[config.mk]
export PLATFORM = sky130hd
export DESIGN_NAME = dcd_top
export DESIGN_NICKNAME = d
export VERILOG_FILES = /design/src/shared/dcd_pkg.sv /design/src/rtl/dcd_top.sv /design/src/rtl/dcd_channel.sv
export SDC_FILE = /design/constraint.sdc
export NUM_CORES = 1
export LEC_CHECK = 0
export ABC_AREA = 1
export ABC_CLOCK_PERIOD_IN_PS = 2000
export BUFFER_PORTS_ARGS = -buffer_cell sky130_fd_sc_hd__buf_4
export CAP_MARGIN = 10
export CORE_ASPECT_RATIO = 1.25
export CORE_UTILIZATION = 42
export DETAILED_ROUTE_END_ITERATION = 16
export MAX_ROUTING_LAYER = met4
export PLACE_DENSITY = 0.72
export SLEW_MARGIN = 20
export SYNTH_ARGS = -nofsm -noshare
export SYNTH_HDL_FRONTEND = slang
export SYNTH_SLANG_ARGS = --single-unit
export TNS_END_PERCENT = 30
[constraint.sdc]
create_clock -name clk -period 2 [get_ports clk]
set_input_delay 0.4 -clock clk [delete_from_list [all_inputs] [get_ports clk]]
set_output_delay 0.4 -clock clk [all_outputs]
set_load 0.01 [all_outputs]
[src/shared/dcd_pkg.sv]
// package: register map, reset values, field positions and timing for the two-channel dac control
package dcd_pkg;

    // ------------------------------------------------------------
    // register offsets (plain port, byte-wide registers)
    // ------------------------------------------------------------
    localparam logic [1:0] OFS_CHAN0_VALUE      = 2'h0;
    localparam logic [1:0] OFS_CHAN1_VALUE      = 2'h1;
    localparam logic [1:0] OFS_CONTROL          = 2'h2;
    localparam logic [1:0] OFS_STANDBY_CONTROL  = 2'h3;

    // ------------------------------------------------------------
    // reset values and field positions
    // ------------------------------------------------------------
    localparam logic [7:0] RST_CHAN_VALUE       = 8'h00;
    localparam logic [7:0] RST_CONTROL          = 8'h1f;
    localparam logic [7:0] RST_STANDBY_CONTROL  = 8'hfe;
    localparam logic [7:0] CONTROL_RSVD_ONES    = 8'h1f;
    localparam logic [7:0] STANDBY_RSVD_ONES    = 8'hfe;
    localparam int         BIT_CHAN1_OE         = 7;
    localparam int         BIT_CHAN0_OE         = 6;
    localparam int         BIT_SHARED_CONV      = 5;
    localparam int         BIT_STANDBY_KEEP     = 0;

    // ------------------------------------------------------------
    // timing: longest conversion time rounds down to cycles
    // ------------------------------------------------------------
    localparam int         CLK_HZ               = 25_000_000;
    localparam int         CONV_TIME_NS         = 10_000;
    localparam int         CONV_CYCLES          = (CONV_TIME_NS * (CLK_HZ / 1_000_000)) / 1000;
    localparam int         CNT_W                = 9;

    // ------------------------------------------------------------
    // types
    // ------------------------------------------------------------
    typedef enum logic [1:0] {
        DCD_IDLE    = 2'b00,
        DCD_CONVERT = 2'b01,
        DCD_HOLD    = 2'b11
    } dcd_chan_state_t;

    // one channel's visible pin state
    typedef struct packed {
        logic [7:0] level;
        logic       oe;
        logic       valid;
    } dcd_pin_t;

endpackage : dcd_pkg

[src/rtl/dcd_top.sv]
// top of the two-channel dac control: registers, standby handling, channel gating
//
// How it works
// - two 8-bit value registers, converted and driven while that channel is enabled
// - value registers clear to zero on reset and in standby
// - control register becomes 0x1f on reset and in standby
// - control bit 7 enables channel 1 conversion and output
// - control bit 6 enables channel 0 conversion and output
// - control bit 5 set makes either enable convert both channels
// - a pin drives only when its own output enable is set
// - both enables clear means no conversion in either channel
// - control bits 4..0 ignore writes and read as one
// - standby control is 0xfe on reset and hardware standby, kept in software standby
// - standby control bits 7..1 ignore writes and read as one
// - standby bit 0 keeps outputs alive during software standby
// - with keep set, software standby leaves every register untouched
// - a changing write to a value register restarts its conversion
// - output level is value over 256 times reference
// - setting an output enable starts conversion of an idle channel and drives the pin at once; the result follows after conversion time
// - output keeps the old result until a changed value finishes converting or enable clears; clearing releases the pin
// - each conversion completes within ten microseconds
`timescale 1ns/1ns
module dcd_top #(
    parameter int CONV_CYCLES = dcd_pkg::CONV_CYCLES
) (
    input  wire logic       clk,
    input  wire logic       arst_n,
    input  wire logic [1:0] reg_addr,
    input  wire logic [7:0] reg_wdata,
    input  wire logic       reg_wr,
    input  wire logic       reg_rd,
    input  wire logic       hw_standby,
    input  wire logic       sw_standby,
    output logic [7:0]      reg_rdata,
    output logic [7:0]      analog_out_chan0,
    output logic            analog_out_chan0_oe,
    output logic            analog_out_chan0_valid,
    output logic [7:0]      analog_out_chan1,
    output logic            analog_out_chan1_oe,
    output logic            analog_out_chan1_valid
);

    // refuse a conversion time beyond the guaranteed bound
    if (CONV_CYCLES < 1 || CONV_CYCLES > dcd_pkg::CONV_CYCLES) begin : g_bad_cycles
        $error("dcd_top: CONV_CYCLES must lie in 1..documented bound");
    end

    // ------------------------------------------------------------
    // state
    // ------------------------------------------------------------
    typedef struct packed {
        logic [1:0] hw_sync;
        logic [1:0] sw_sync;
        logic [7:0] chan0_value;
        logic [7:0] chan1_value;
        logic       chan1_output_enable;
        logic       chan0_output_enable;
        logic       shared_conversion_select;
        logic       standby_output_keep;
        logic [7:0] rdata;
        logic [1:0] restart;
    } dcd_regs_t;

    dcd_regs_t r_q;
    dcd_regs_t r_d;

    logic       hw_stby;
    logic       sw_stby;
    logic       stby_clear;
    logic       conv0;
    logic       conv1;
    logic       drive0;
    logic       drive1;
    dcd_pkg::dcd_pin_t pin0;
    dcd_pkg::dcd_pin_t pin1;

    // assembled read views of the mixed registers
    function automatic logic [7:0] control_view(input dcd_regs_t r);
        control_view = dcd_pkg::CONTROL_RSVD_ONES;
        control_view[dcd_pkg::BIT_CHAN1_OE]    = r.chan1_output_enable;
        control_view[dcd_pkg::BIT_CHAN0_OE]    = r.chan0_output_enable;
        control_view[dcd_pkg::BIT_SHARED_CONV] = r.shared_conversion_select;
    endfunction : control_view

    function automatic logic [7:0] standby_view(input dcd_regs_t r);
        standby_view = dcd_pkg::STANDBY_RSVD_ONES;
        standby_view[dcd_pkg::BIT_STANDBY_KEEP] = r.standby_output_keep;
    endfunction : standby_view

    // ------------------------------------------------------------
    // standby decode after synchronisers
    // ------------------------------------------------------------
    assign hw_stby    = r_q.hw_sync[1];
    assign sw_stby    = r_q.sw_sync[1];
    // software standby with keep set retains everything
    assign stby_clear = hw_stby || (sw_stby && !r_q.standby_output_keep);

    // ------------------------------------------------------------
    // conversion gating and pin drive
    // ------------------------------------------------------------
    always_comb begin
        conv0  = r_q.chan0_output_enable ||
                 (r_q.shared_conversion_select && r_q.chan1_output_enable);
        conv1  = r_q.chan1_output_enable ||
                 (r_q.shared_conversion_select && r_q.chan0_output_enable);
        drive0 = r_q.chan0_output_enable;
        drive1 = r_q.chan1_output_enable;
    end

    // ------------------------------------------------------------
    // register file next state
    // ------------------------------------------------------------
    always_comb begin
        r_d         = r_q;
        r_d.hw_sync = {r_q.hw_sync[0], hw_standby};
        r_d.sw_sync = {r_q.sw_sync[0], sw_standby};
        r_d.restart = 2'b00;
        r_d.rdata   = 8'h00;
        // writes; a changed value flags a restart (idle channels just store)
        if (reg_wr) begin
            if (reg_addr == dcd_pkg::OFS_CHAN0_VALUE) begin
                r_d.chan0_value = reg_wdata;
                r_d.restart[0]  = (reg_wdata != r_q.chan0_value);
            end else if (reg_addr == dcd_pkg::OFS_CHAN1_VALUE) begin
                r_d.chan1_value = reg_wdata;
                r_d.restart[1]  = (reg_wdata != r_q.chan1_value);
            end else if (reg_addr == dcd_pkg::OFS_CONTROL) begin
                r_d.chan1_output_enable      = reg_wdata[dcd_pkg::BIT_CHAN1_OE];
                r_d.chan0_output_enable      = reg_wdata[dcd_pkg::BIT_CHAN0_OE];
                r_d.shared_conversion_select = reg_wdata[dcd_pkg::BIT_SHARED_CONV];
            end else begin
                r_d.standby_output_keep = reg_wdata[dcd_pkg::BIT_STANDBY_KEEP];
            end
        end
        // reads answer in the next cycle
        if (reg_rd) begin
            if (reg_addr == dcd_pkg::OFS_CHAN0_VALUE) begin
                r_d.rdata = r_q.chan0_value;
            end else if (reg_addr == dcd_pkg::OFS_CHAN1_VALUE) begin
                r_d.rdata = r_q.chan1_value;
            end else if (reg_addr == dcd_pkg::OFS_CONTROL) begin
                r_d.rdata = control_view(r_q);
            end else begin
                r_d.rdata = standby_view(r_q);
            end
        end
        // standby clears data and control; hardware standby also standby control
        if (stby_clear) begin
            r_d.chan0_value              = dcd_pkg::RST_CHAN_VALUE;
            r_d.chan1_value              = dcd_pkg::RST_CHAN_VALUE;
            r_d.chan1_output_enable      = dcd_pkg::RST_CONTROL[dcd_pkg::BIT_CHAN1_OE];
            r_d.chan0_output_enable      = dcd_pkg::RST_CONTROL[dcd_pkg::BIT_CHAN0_OE];
            r_d.shared_conversion_select = dcd_pkg::RST_CONTROL[dcd_pkg::BIT_SHARED_CONV];
            r_d.restart                  = 2'b00;
        end
        if (hw_stby) begin
            r_d.standby_output_keep =
                dcd_pkg::RST_STANDBY_CONTROL[dcd_pkg::BIT_STANDBY_KEEP];
        end
    end

    // ------------------------------------------------------------
    // state register
    // ------------------------------------------------------------
    always_ff @(posedge clk or negedge arst_n) begin
        if (!arst_n) begin
            r_q                          <= '0;
            r_q.chan0_value              <= dcd_pkg::RST_CHAN_VALUE;
            r_q.chan1_value              <= dcd_pkg::RST_CHAN_VALUE;
            r_q.chan1_output_enable      <= dcd_pkg::RST_CONTROL[dcd_pkg::BIT_CHAN1_OE];
            r_q.chan0_output_enable      <= dcd_pkg::RST_CONTROL[dcd_pkg::BIT_CHAN0_OE];
            r_q.shared_conversion_select <= dcd_pkg::RST_CONTROL[dcd_pkg::BIT_SHARED_CONV];
            r_q.standby_output_keep      <=
                dcd_pkg::RST_STANDBY_CONTROL[dcd_pkg::BIT_STANDBY_KEEP];
        end else begin
            r_q <= r_d;
        end
    end

    // ------------------------------------------------------------
    // channel sequencers
    // ------------------------------------------------------------
    dcd_channel #(
        .CONV_CYCLES (CONV_CYCLES)
    ) u_chan0 (
        .clk        (clk),
        .arst_n     (arst_n),
        .convert_en (conv0),
        .drive_en   (drive0),
        .restart    (r_q.restart[0]),
        .value      (r_q.chan0_value),
        .pin        (pin0)
    );

    dcd_channel #(
        .CONV_CYCLES (CONV_CYCLES)
    ) u_chan1 (
        .clk        (clk),
        .arst_n     (arst_n),
        .convert_en (conv1),
        .drive_en   (drive1),
        .restart    (r_q.restart[1]),
        .value      (r_q.chan1_value),
        .pin        (pin1)
    );

    // outputs straight from flip-flops
    assign reg_rdata              = r_q.rdata;
    assign analog_out_chan0       = pin0.level;
    assign analog_out_chan0_oe    = pin0.oe;
    assign analog_out_chan0_valid = pin0.valid;
    assign analog_out_chan1       = pin1.level;
    assign analog_out_chan1_oe    = pin1.oe;
    assign analog_out_chan1_valid = pin1.valid;

endmodule : dcd_top

[src/rtl/dcd_channel.sv]
// one dac channel: conversion sequencer with settle timer and output hold
`timescale 1ns/1ns
module dcd_channel #(
    parameter int CONV_CYCLES = dcd_pkg::CONV_CYCLES
) (
    input  wire logic                 clk,
    input  wire logic                 arst_n,
    input  wire logic                 convert_en,
    input  wire logic                 drive_en,
    input  wire logic                 restart,
    input  wire logic [7:0]           value,
    output dcd_pkg::dcd_pin_t         pin
);

    // refuse a conversion time that the counter cannot hold
    if (CONV_CYCLES < 1 || CONV_CYCLES > (1 << dcd_pkg::CNT_W) - 1) begin : g_bad_cycles
        $error("dcd_channel: CONV_CYCLES out of range");
    end

    typedef struct packed {
        dcd_pkg::dcd_chan_state_t st;
        logic [dcd_pkg::CNT_W-1:0] cnt;
        dcd_pkg::dcd_pin_t         pin;
    } dcd_ch_t;

    dcd_ch_t s_q;
    dcd_ch_t s_d;

    // ------------------------------------------------------------
    // next state
    // ------------------------------------------------------------
    always_comb begin
        s_d            = s_q;
        s_d.pin.oe     = drive_en;
        // a released pin never shows a result, even mid-conversion
        if (!drive_en) begin
            s_d.pin.level = 8'h00;
            s_d.pin.valid = 1'b0;
        end
        case (s_q.st)
            dcd_pkg::DCD_IDLE: begin
                if (convert_en) begin
                    s_d.st  = dcd_pkg::DCD_CONVERT;
                    s_d.cnt = dcd_pkg::CNT_W'(CONV_CYCLES - 1);
                end
                s_d.pin.valid = 1'b0;
            end
            dcd_pkg::DCD_CONVERT: begin
                if (!convert_en) begin
                    s_d.st = dcd_pkg::DCD_IDLE;
                end else if (restart) begin
                    s_d.cnt = dcd_pkg::CNT_W'(CONV_CYCLES - 1);
                end else if (s_q.cnt == '0) begin
                    s_d.st        = dcd_pkg::DCD_HOLD;
                    s_d.pin.valid = drive_en;
                    s_d.pin.level = drive_en ? value : 8'h00;
                end else begin
                    s_d.cnt = s_q.cnt - 1'b1;
                end
            end
            dcd_pkg::DCD_HOLD: begin
                if (!convert_en) begin
                    s_d.st        = dcd_pkg::DCD_IDLE;
                    s_d.pin.valid = 1'b0;
                end else if (restart) begin
                    s_d.st  = dcd_pkg::DCD_CONVERT;
                    s_d.cnt = dcd_pkg::CNT_W'(CONV_CYCLES - 1);
                end else begin
                    s_d.pin.valid = drive_en;
                    s_d.pin.level = drive_en ? value : 8'h00;
                end
            end
            default: begin
                s_d.st = dcd_pkg::DCD_IDLE;
            end
        endcase
    end

    // ------------------------------------------------------------
    // state register
    // ------------------------------------------------------------
    always_ff @(posedge clk or negedge arst_n) begin
        if (!arst_n) begin
            s_q <= '0;
        end else begin
            s_q <= s_d;
        end
    end

    assign pin = s_q.pin;

endmodule : dcd_channel

==> results.sh, run 1 <==
export IMPL_reg2reg_from="u_chan1.s_q[10]"
export IMPL_clock_latency_ps=330
export IMPL_layout_commonest_cell="nand2_1"
export IMPL_synth_flop_cell="dfrtp_1"
export IMPL_grtUsageTotal_pct=20.0
export IMPL_final_cell_mix="nand2_1, dfrtp_1, inv_1"
export IMPL_ctsResizeCount=0
export IMPL_core_mm2=0.00976
export IMPL_path_max_fanout=14
export IMPL_synthArstFlopShare_pct=100
export IMPL_syn_instance_count=534
export IMPL_synth_xor_area_share_pct=3.67
export IMPL_syn_area_mm2=0.00429
export IMPL_drtAntennaViolNets=0
export IMPL_cp_cell_sequence="inv_1 -> ha_1 -> nand2_2 -> nor2_4 -> nand3_2 -> nand3_4 -> nand2_1 -> nand2_1 -> inv_1"
export IMPL_cpPeakStageDelay_ps=350
export IMPL_grt_first_pass_wirelength_um=16000
export IMPL_synthAdderAreaFrac_pct=0.874
export IMPL_crit_arrival_ps=1880
export IMPL_fin_nets=580
export IMPL_path_clk_slew_ps=60
export IMPL_row_count=40
export IMPL_switching_share_pct=26.2
export IMPL_fin_tns_setup_ps=0
export IMPL_layout_setup_ws_ps=344
export IMPL_switching_power_mw=1.05
export IMPL_worst_pin_slew_ps=556
export IMPL_reg2reg_depth=9
export IMPL_vias_per_cell=4.92
export IMPL_path_class="register to register"
export IMPL_numCtsBuffers=9
export IMPL_post_synth_top_area_cell="dfrtp_1"
export IMPL_synth_compound_area_share_pct=12.0
export IMPL_rsz0062_at_grt="no"
export IMPL_internal_power_mw=2.97
export IMPL_synth_edf_count=0
export IMPL_synthTopCellsByArea="dfrtp_1, nand2_1, inv_1, nor2_1, buf_4"
export IMPL_place_congestion=0.910
export IMPL_drc=0
export IMPL_p_leak_nw=2.36
export IMPL_hp_class="primary input to async pin"
export IMPL_synth_simple_area_share_pct=24.9
export IMPL_combPwrFrac_pct=13.6
export IMPL_hold_buffers=0
export IMPL_pwr_share_seq_pct=42.2
export IMPL_fmax_mhz=604
export IMPL_drv_cap=0
export IMPL_finalSetupViolations=0
export IMPL_path_buf_inv=2
export IMPL_vias=3401
export IMPL_clk_root_buffer_cell="clkbuf_16"
export IMPL_synth_top_family_by_area="simple AND/OR/NAND/NOR gates"
export IMPL_p_clk_share_pct=44.2
export IMPL_grt_overflow=0
export IMPL_skew_ps=5.34
export IMPL_cts_buffer_depth=2
export IMPL_final_layout_size_suffix_gt1_share_pct=19.1
export IMPL_io_buffers=43
export IMPL_crit_family="simple AND/OR/NAND/NOR gates"
export IMPL_drt_pass1_iterations=4
export IMPL_synth_cell_types=37
export IMPL_io_pins=44
export IMPL_worstSetupEndpointType="register"
export IMPL_ys_warn_count=0
export IMPL_area_growth_pct=14.0
export IMPL_yosysSeqAreaShare_pct=44.3
export IMPL_crit_path_top_delay_cell="dfrtp_1"
export IMPL_avgRoutedWirePerCell_um=14.1
export IMPL_slew_viol_final=0
export IMPL_synth_mux_area_share_pct=1.22
export IMPL_antenna_found_initial=0
export IMPL_r2r_slack_ps=340
export IMPL_slew_headroom_pct=63.0
export IMPL_diodes=0
export IMPL_start_kind="register"
export IMPL_routed_wl_um=9720
export IMPL_cts_tree="built"
export IMPL_synth_fp_nets=553
export IMPL_worst_r2r_endpoint="u_chan1.s_q[17]"
export IMPL_hold_viol_final=0
export IMPL_synth_area_per_cell_um2=8.04
export IMPL_dieArea_mm2=0.0106
export IMPL_numClockSinks=76
export IMPL_ys_ff_latch=76
export IMPL_p_per_area_mw_per_mm2=822
export IMPL_drt_iter0_drc=267
export IMPL_start_util_pct=44.0
export IMPL_ir_worst_vdd_mv=0.489
export IMPL_post_dp_hpwl_um=7290
export IMPL_post_route_period_util_pct=82.8
export IMPL_die_y_um=115
export IMPL_nFillCells=890
export IMPL_place_ws_ps=361
export IMPL_required_ps=2220
export IMPL_status="complete, no violations"
export IMPL_fin_crit_ps=1660
export IMPL_grt_start_max_net_pins=43
export IMPL_synth_top_area_share_pct=44.3
export IMPL_post_cts_buffers=0
export IMPL_htree_levels=3
export IMPL_fp_dieW_um=92.4
export IMPL_grt_pass1_vias=3309
cell type report:
type	instances	area, um^2	share of cell area [%]
Clock inverter	4	72.6	1.48
Inverter	85	319	6.52
Multi-Input combinational cell	343	1830	37.4
Tap cell	126	158	3.22
Sequential cell	76	1900	38.9
Clock buffer	11	253	5.16
Timing Repair Buffer	46	358	7.31
registers in the layout (all words and copies together) (netlist names):
name / flops
r_d: 2
u_chan0.pin: 10
drive1: 1
drive0: 1
reg_rdata: 8
r_q: 21
hw_stby: 1
u_chan0.s_q: 11
u_chan1.s_q: 11
u_chan1.pin: 10
worst reg2reg max path, cell delays in order (launching register included):
cell and delay (ps):
dfrtp_1 350, inv_1 160, ha_1 250, nand2_2 110, nor2_4 150, nand3_2 110, nand3_4 200, nand2_1 90
nand2_1 80, inv_1 40
worst max path at each step:
| stage | to | slack, ps | depth (start not counted) | from |
|---|---|---|---|---|
| 3_5_place_dp | u_chan1.s_q[17] | 360 | 9 | u_chan1.s_q[10] |
| 2_1_floorplan | u_chan1.s_q[13] | 560 | 8 | u_chan1.s_q[10] |
| 6_report | u_chan1.s_q[17] | 340 | 9 | u_chan1.s_q[10] |
| 3_3_place_gp | r_q[27] | 370 | 7 | reg_addr[1] |
| 5_1_grt | u_chan1.pin[4] | 190 | 8 | u_chan1.s_q[10] |
| 4_1_cts | u_chan1.s_q[17] | 350 | 9 | u_chan1.s_q[10] |
synth_stat cells, types with 2 or more instances:
master	number
nand2_1	109
o21ai_0	31
o21ai_1	11
nor2_1	63
nand4_1	12
xnor2_1	16
buf_2	2
xor2_1	2
mux2_4	2
nor3_1	4
dfrtp_1	76
nand3_1	17
buf_4	25
nand2_2	8
a221oi_1	4
inv_2	13
nand3_2	2
buf_6	2
nand2_4	2
inv_1	72
ha_1	3
a21oi_1	29
mux2_1	2
nand3_4	4
nor2_4	6
o21ai_2	6
routing by layer:
layer | GRT usage (%) | wire length (um) | vias to the layer above
met4 | 7.19 | 121 | 0
li1 | - | - | 1726
met2 | 33.4 | 4870 | 66
met1 | 24.5 | 4450 | 1603
met5 | - | 0 | -
met3 | 3.24 | 267 | 6
logic make-up (layout without fill, tap and decap cells):
| kind of cell | after synthesis | in the layout |
|---|---|---|
| AO/OA/AOI/OAI | 89 | 89 |
| flip-flops | 76 | 76 |
| adder cells (fa/ha/maj) | 3 | 3 |
| XOR/XNOR | 18 | 18 |
| buffers and inverters | 115 | 146 |
| multiplexers | 4 | 4 |
| AND/OR/NAND/NOR | 229 | 229 |
power groups by stage:
stage	Sequential (mW)	Clock (mW)	Combinational [mW]
6_report	1.70	1.78	0.549
5_1_grt	1.71	1.87	0.624
4_1_cts	1.70	1.81	0.555
3_5_place_dp	1.73	0	0.553
3_3_place_gp	1.73	0	0.546
2_1_floorplan	1.70	0	0.406
stage by stage:
step | area [um^2] | cells | utilization [%] | total power [mW] | hold slack [ps]
after global routing | 4890 | 691 | 50.2 | 4.20 | 104
after detailed placement | 4570 | 676 | 46.8 | 2.28 | 340
final | 4890 | 691 | 50.2 | 4.03 | 67.9
after CTS | 4890 | 691 | 50.2 | 4.06 | 88.1
after global placement | 4570 | 676 | 46.8 | 2.27 | 336
after floorplan | 4290 | 534 | - | 2.11 | 104
Note: power is estimated with default switching activity, not from simulation.
==> run 2, diff against run 1 <==
- ABC_CLOCK_PERIOD_IN_PS: 2000 -> 1500
- PLACE_DENSITY: 0.72 -> 0.74
- clock period: 2 -> 1.5 ns (I/O delays scaled with it)
==> run 2 against run 1 <==
Effect of this change: setup slack got worse by 320 ps; worst hold slack improved by 7.7 ps; via count rose by 7.4%; sequential share of layout area fell by 2.7 points; core utilization rose by 3.8 points; critical path type unchanged.
==> results.sh, run 2 (same netlist as run 1, synthesis figures left out) <==
export IMPL_cts_tree="built"
export IMPL_area_growth_pct=22.6
export IMPL_layout_commonest_cell="nand2_1"
export IMPL_min_to="r_d[33]"
export IMPL_layout_setup_ws_ps=28.6
export IMPL_reg2reg_depth=9
export IMPL_die_y_um=115
export IMPL_start_util_pct=44.0
export IMPL_grt_first_pass_wirelength_um=16400
export IMPL_skew_ps=6.37
export IMPL_cp_cell_sequence="inv_2 -> ha_4 -> nand2_2 -> nor2_4 -> nand3_4 -> nand3_4 -> buf_4 -> nand2_2 -> o21ai_2"
export IMPL_required_ps=1750
export IMPL_hp_class="primary input to register"
export IMPL_place_congestion=0.927
export IMPL_grt_pass1_vias=3562
export IMPL_path_clk_slew_ps=60
export IMPL_routed_top_layer="met4"
export IMPL_p_per_area_mw_per_mm2=1030
export IMPL_crit_arrival_ps=1730
export IMPL_io_buffers=43
export IMPL_wl_met1_um=4330
export IMPL_numClockSinks=76
export IMPL_whs_path_depth=1
export IMPL_p_leak_nw=2.50
export IMPL_drt_pass1_iterations=4
export IMPL_drt_iter0_drc=195
export IMPL_worstSetupEndpointType="register"
export IMPL_path_max_fanout=6
export IMPL_regMostFlops="r_q"
export IMPL_post_dp_hpwl_um=7440
export IMPL_worst_r2r_endpoint="u_chan1.s_q[14]"
export IMPL_grt_start_max_net_pins=37
export IMPL_worstHoldStart="hw_standby"
export IMPL_crit_family="simple AND/OR/NAND/NOR gates"
export IMPL_status="complete, no violations"
export IMPL_cpPeakStageDelay_ps=390
export IMPL_numCtsBuffers=9
export IMPL_avgRoutedWirePerCell_um=14.2
export IMPL_met3_length_um=446
export IMPL_path_buf_inv=2
export IMPL_grt_overflow=0
export IMPL_largest_reg_flops=21
export IMPL_rsz0062_at_grt="yes"
export IMPL_start_kind="register"
export IMPL_r2r_slack_ps=30
export IMPL_diodes=0
export IMPL_fp_dieW_um=92.4
export IMPL_drv_cap=0
export IMPL_layoutNonFillerInstCount=724
export IMPL_io_pins=44
export IMPL_crit_path_top_delay_cell="dfrtp_1"
export IMPL_worst_pin_slew_ps=492
export IMPL_vias=3654
export IMPL_reg_top3="r_q x21, u_chan0.s_q x11, u_chan1.s_q x11"
export IMPL_drtAntennaViolNets=0
export IMPL_finalSetupViolations=0
export IMPL_grtUsageTotal_pct=20.4
export IMPL_vias_per_cell=5.05
export IMPL_routed_wl_um=10300
export IMPL_place_ws_ps=-43.1
export IMPL_final_layout_size_suffix_gt1_share_pct=28.8
export IMPL_fin_nets=612
export IMPL_slew_headroom_pct=67.0
export IMPL_core_mm2=0.00976
export IMPL_met2_length_um=5300
export IMPL_antenna_found_initial=0
export IMPL_htree_levels=3
export IMPL_post_route_period_util_pct=98.1
export IMPL_row_count=40
export IMPL_fin_crit_ps=1470
export IMPL_clock_latency_ps=330
export IMPL_placed_cells=694
export IMPL_clk_root_buffer_cell="clkbuf_16"
export IMPL_dieArea_mm2=0.0106
export IMPL_fmax_mhz=680
export IMPL_path_class="register to register"
export IMPL_hold_viol_final=0
export IMPL_drc=0
export IMPL_final_cell_mix="nand2_1, dfrtp_1, buf_4"
export IMPL_cts_buffer_depth=2
export IMPL_reg2reg_from="u_chan1.s_q[11]"
export IMPL_ir_worst_vdd_mv=0.525
export IMPL_slew_viol_final=0
[run 2: cell count changes in the layout (fill, tap and decap cells not counted), sizes merged]
cell         delta
buf            +29
inv             +4
clkbuf          -2
nand3           +2
bufinv          -1
clkinv          -1
clkinvlp        +1
dlygate4sd3     +1
[run 2: worst max path at each step]
stage	from	to	slack [ps]	cells past startpoint
finish	u_chan1.s_q[11]	u_chan1.s_q[14]	30	9
global placement	u_chan0.s_q[10]	u_chan0.s_q[17]	60	9
global route	u_chan0.s_q[10]	u_chan0.s_q[17]	-70	9
detailed placement	u_chan0.s_q[10]	u_chan0.s_q[17]	-40	9
CTS	u_chan1.s_q[10]	u_chan1.s_q[16]	-0.08	9
floorplan	u_chan1.s_q[10]	u_chan1.s_q[13]	60	8
[run 2: power by group]
part / switching (mW) / internal, mW
logic: 0.534 / 0.382
registers: 0.113 / 2.16
clock network: 0.899 / 1.32
total: 1.55 / 3.86
[run 2: routing by layer]
metal | global-route usage, % | up-vias
li1 | - | 1805
met1 | 24.6 | 1741
met2 | 33.9 | 92
met3 | 3.17 | 16
met4 | 8.33 | 0
met5 | - | -
[run 2: metrics by stage]
step	hold slack (ps)	util, %	TNS, ps	instance area (um^2)	power [mW]
2_1_floorplan	4.41	-	0	4290	2.81
3_3_place_gp	271	48.2	0	4700	3.07
3_5_place_dp	274	48.2	-71.1	4700	3.10
4_1_cts	68.0	51.6	-0.0777	5040	5.34
5_1_grt	64.3	54.0	-503	5270	5.65
6_report	75.6	54.0	0	5270	5.40
[run 2: final cells by class]
| cell class | count | area, um^2 |
|---|---|---|
| Inverter | 85 | 319 |
| Sequential cell | 76 | 1910 |
| Tap cell | 126 | 158 |
| Timing Repair Buffer | 76 | 602 |
| Clock inverter | 7 | 82.6 |
| Multi-Input combinational cell | 345 | 1970 |
| Clock buffer | 9 | 225 |
| Fill cell | 873 | 4490 |
[run 2: timing repair]
action | CTS | global route
hold buffers | 1 | 0
endpoints found under the hold margin | 30 | 0
cloned | 0 | 2
setup endpoints to repair | 12 | 35
resized for setup | 6 | 36
pin swaps | 0 | 11
buffers inserted | 0 | 11
[run 2: worst reg2reg max path: stages, from the launching register on]
cell,delay [ps]
dfrtp_1,390
inv_2,80
ha_4,150
nand2_2,80
nor2_4,180
nand3_4,140
nand3_4,170
buf_4,140
nand2_2,50
o21ai_2,50
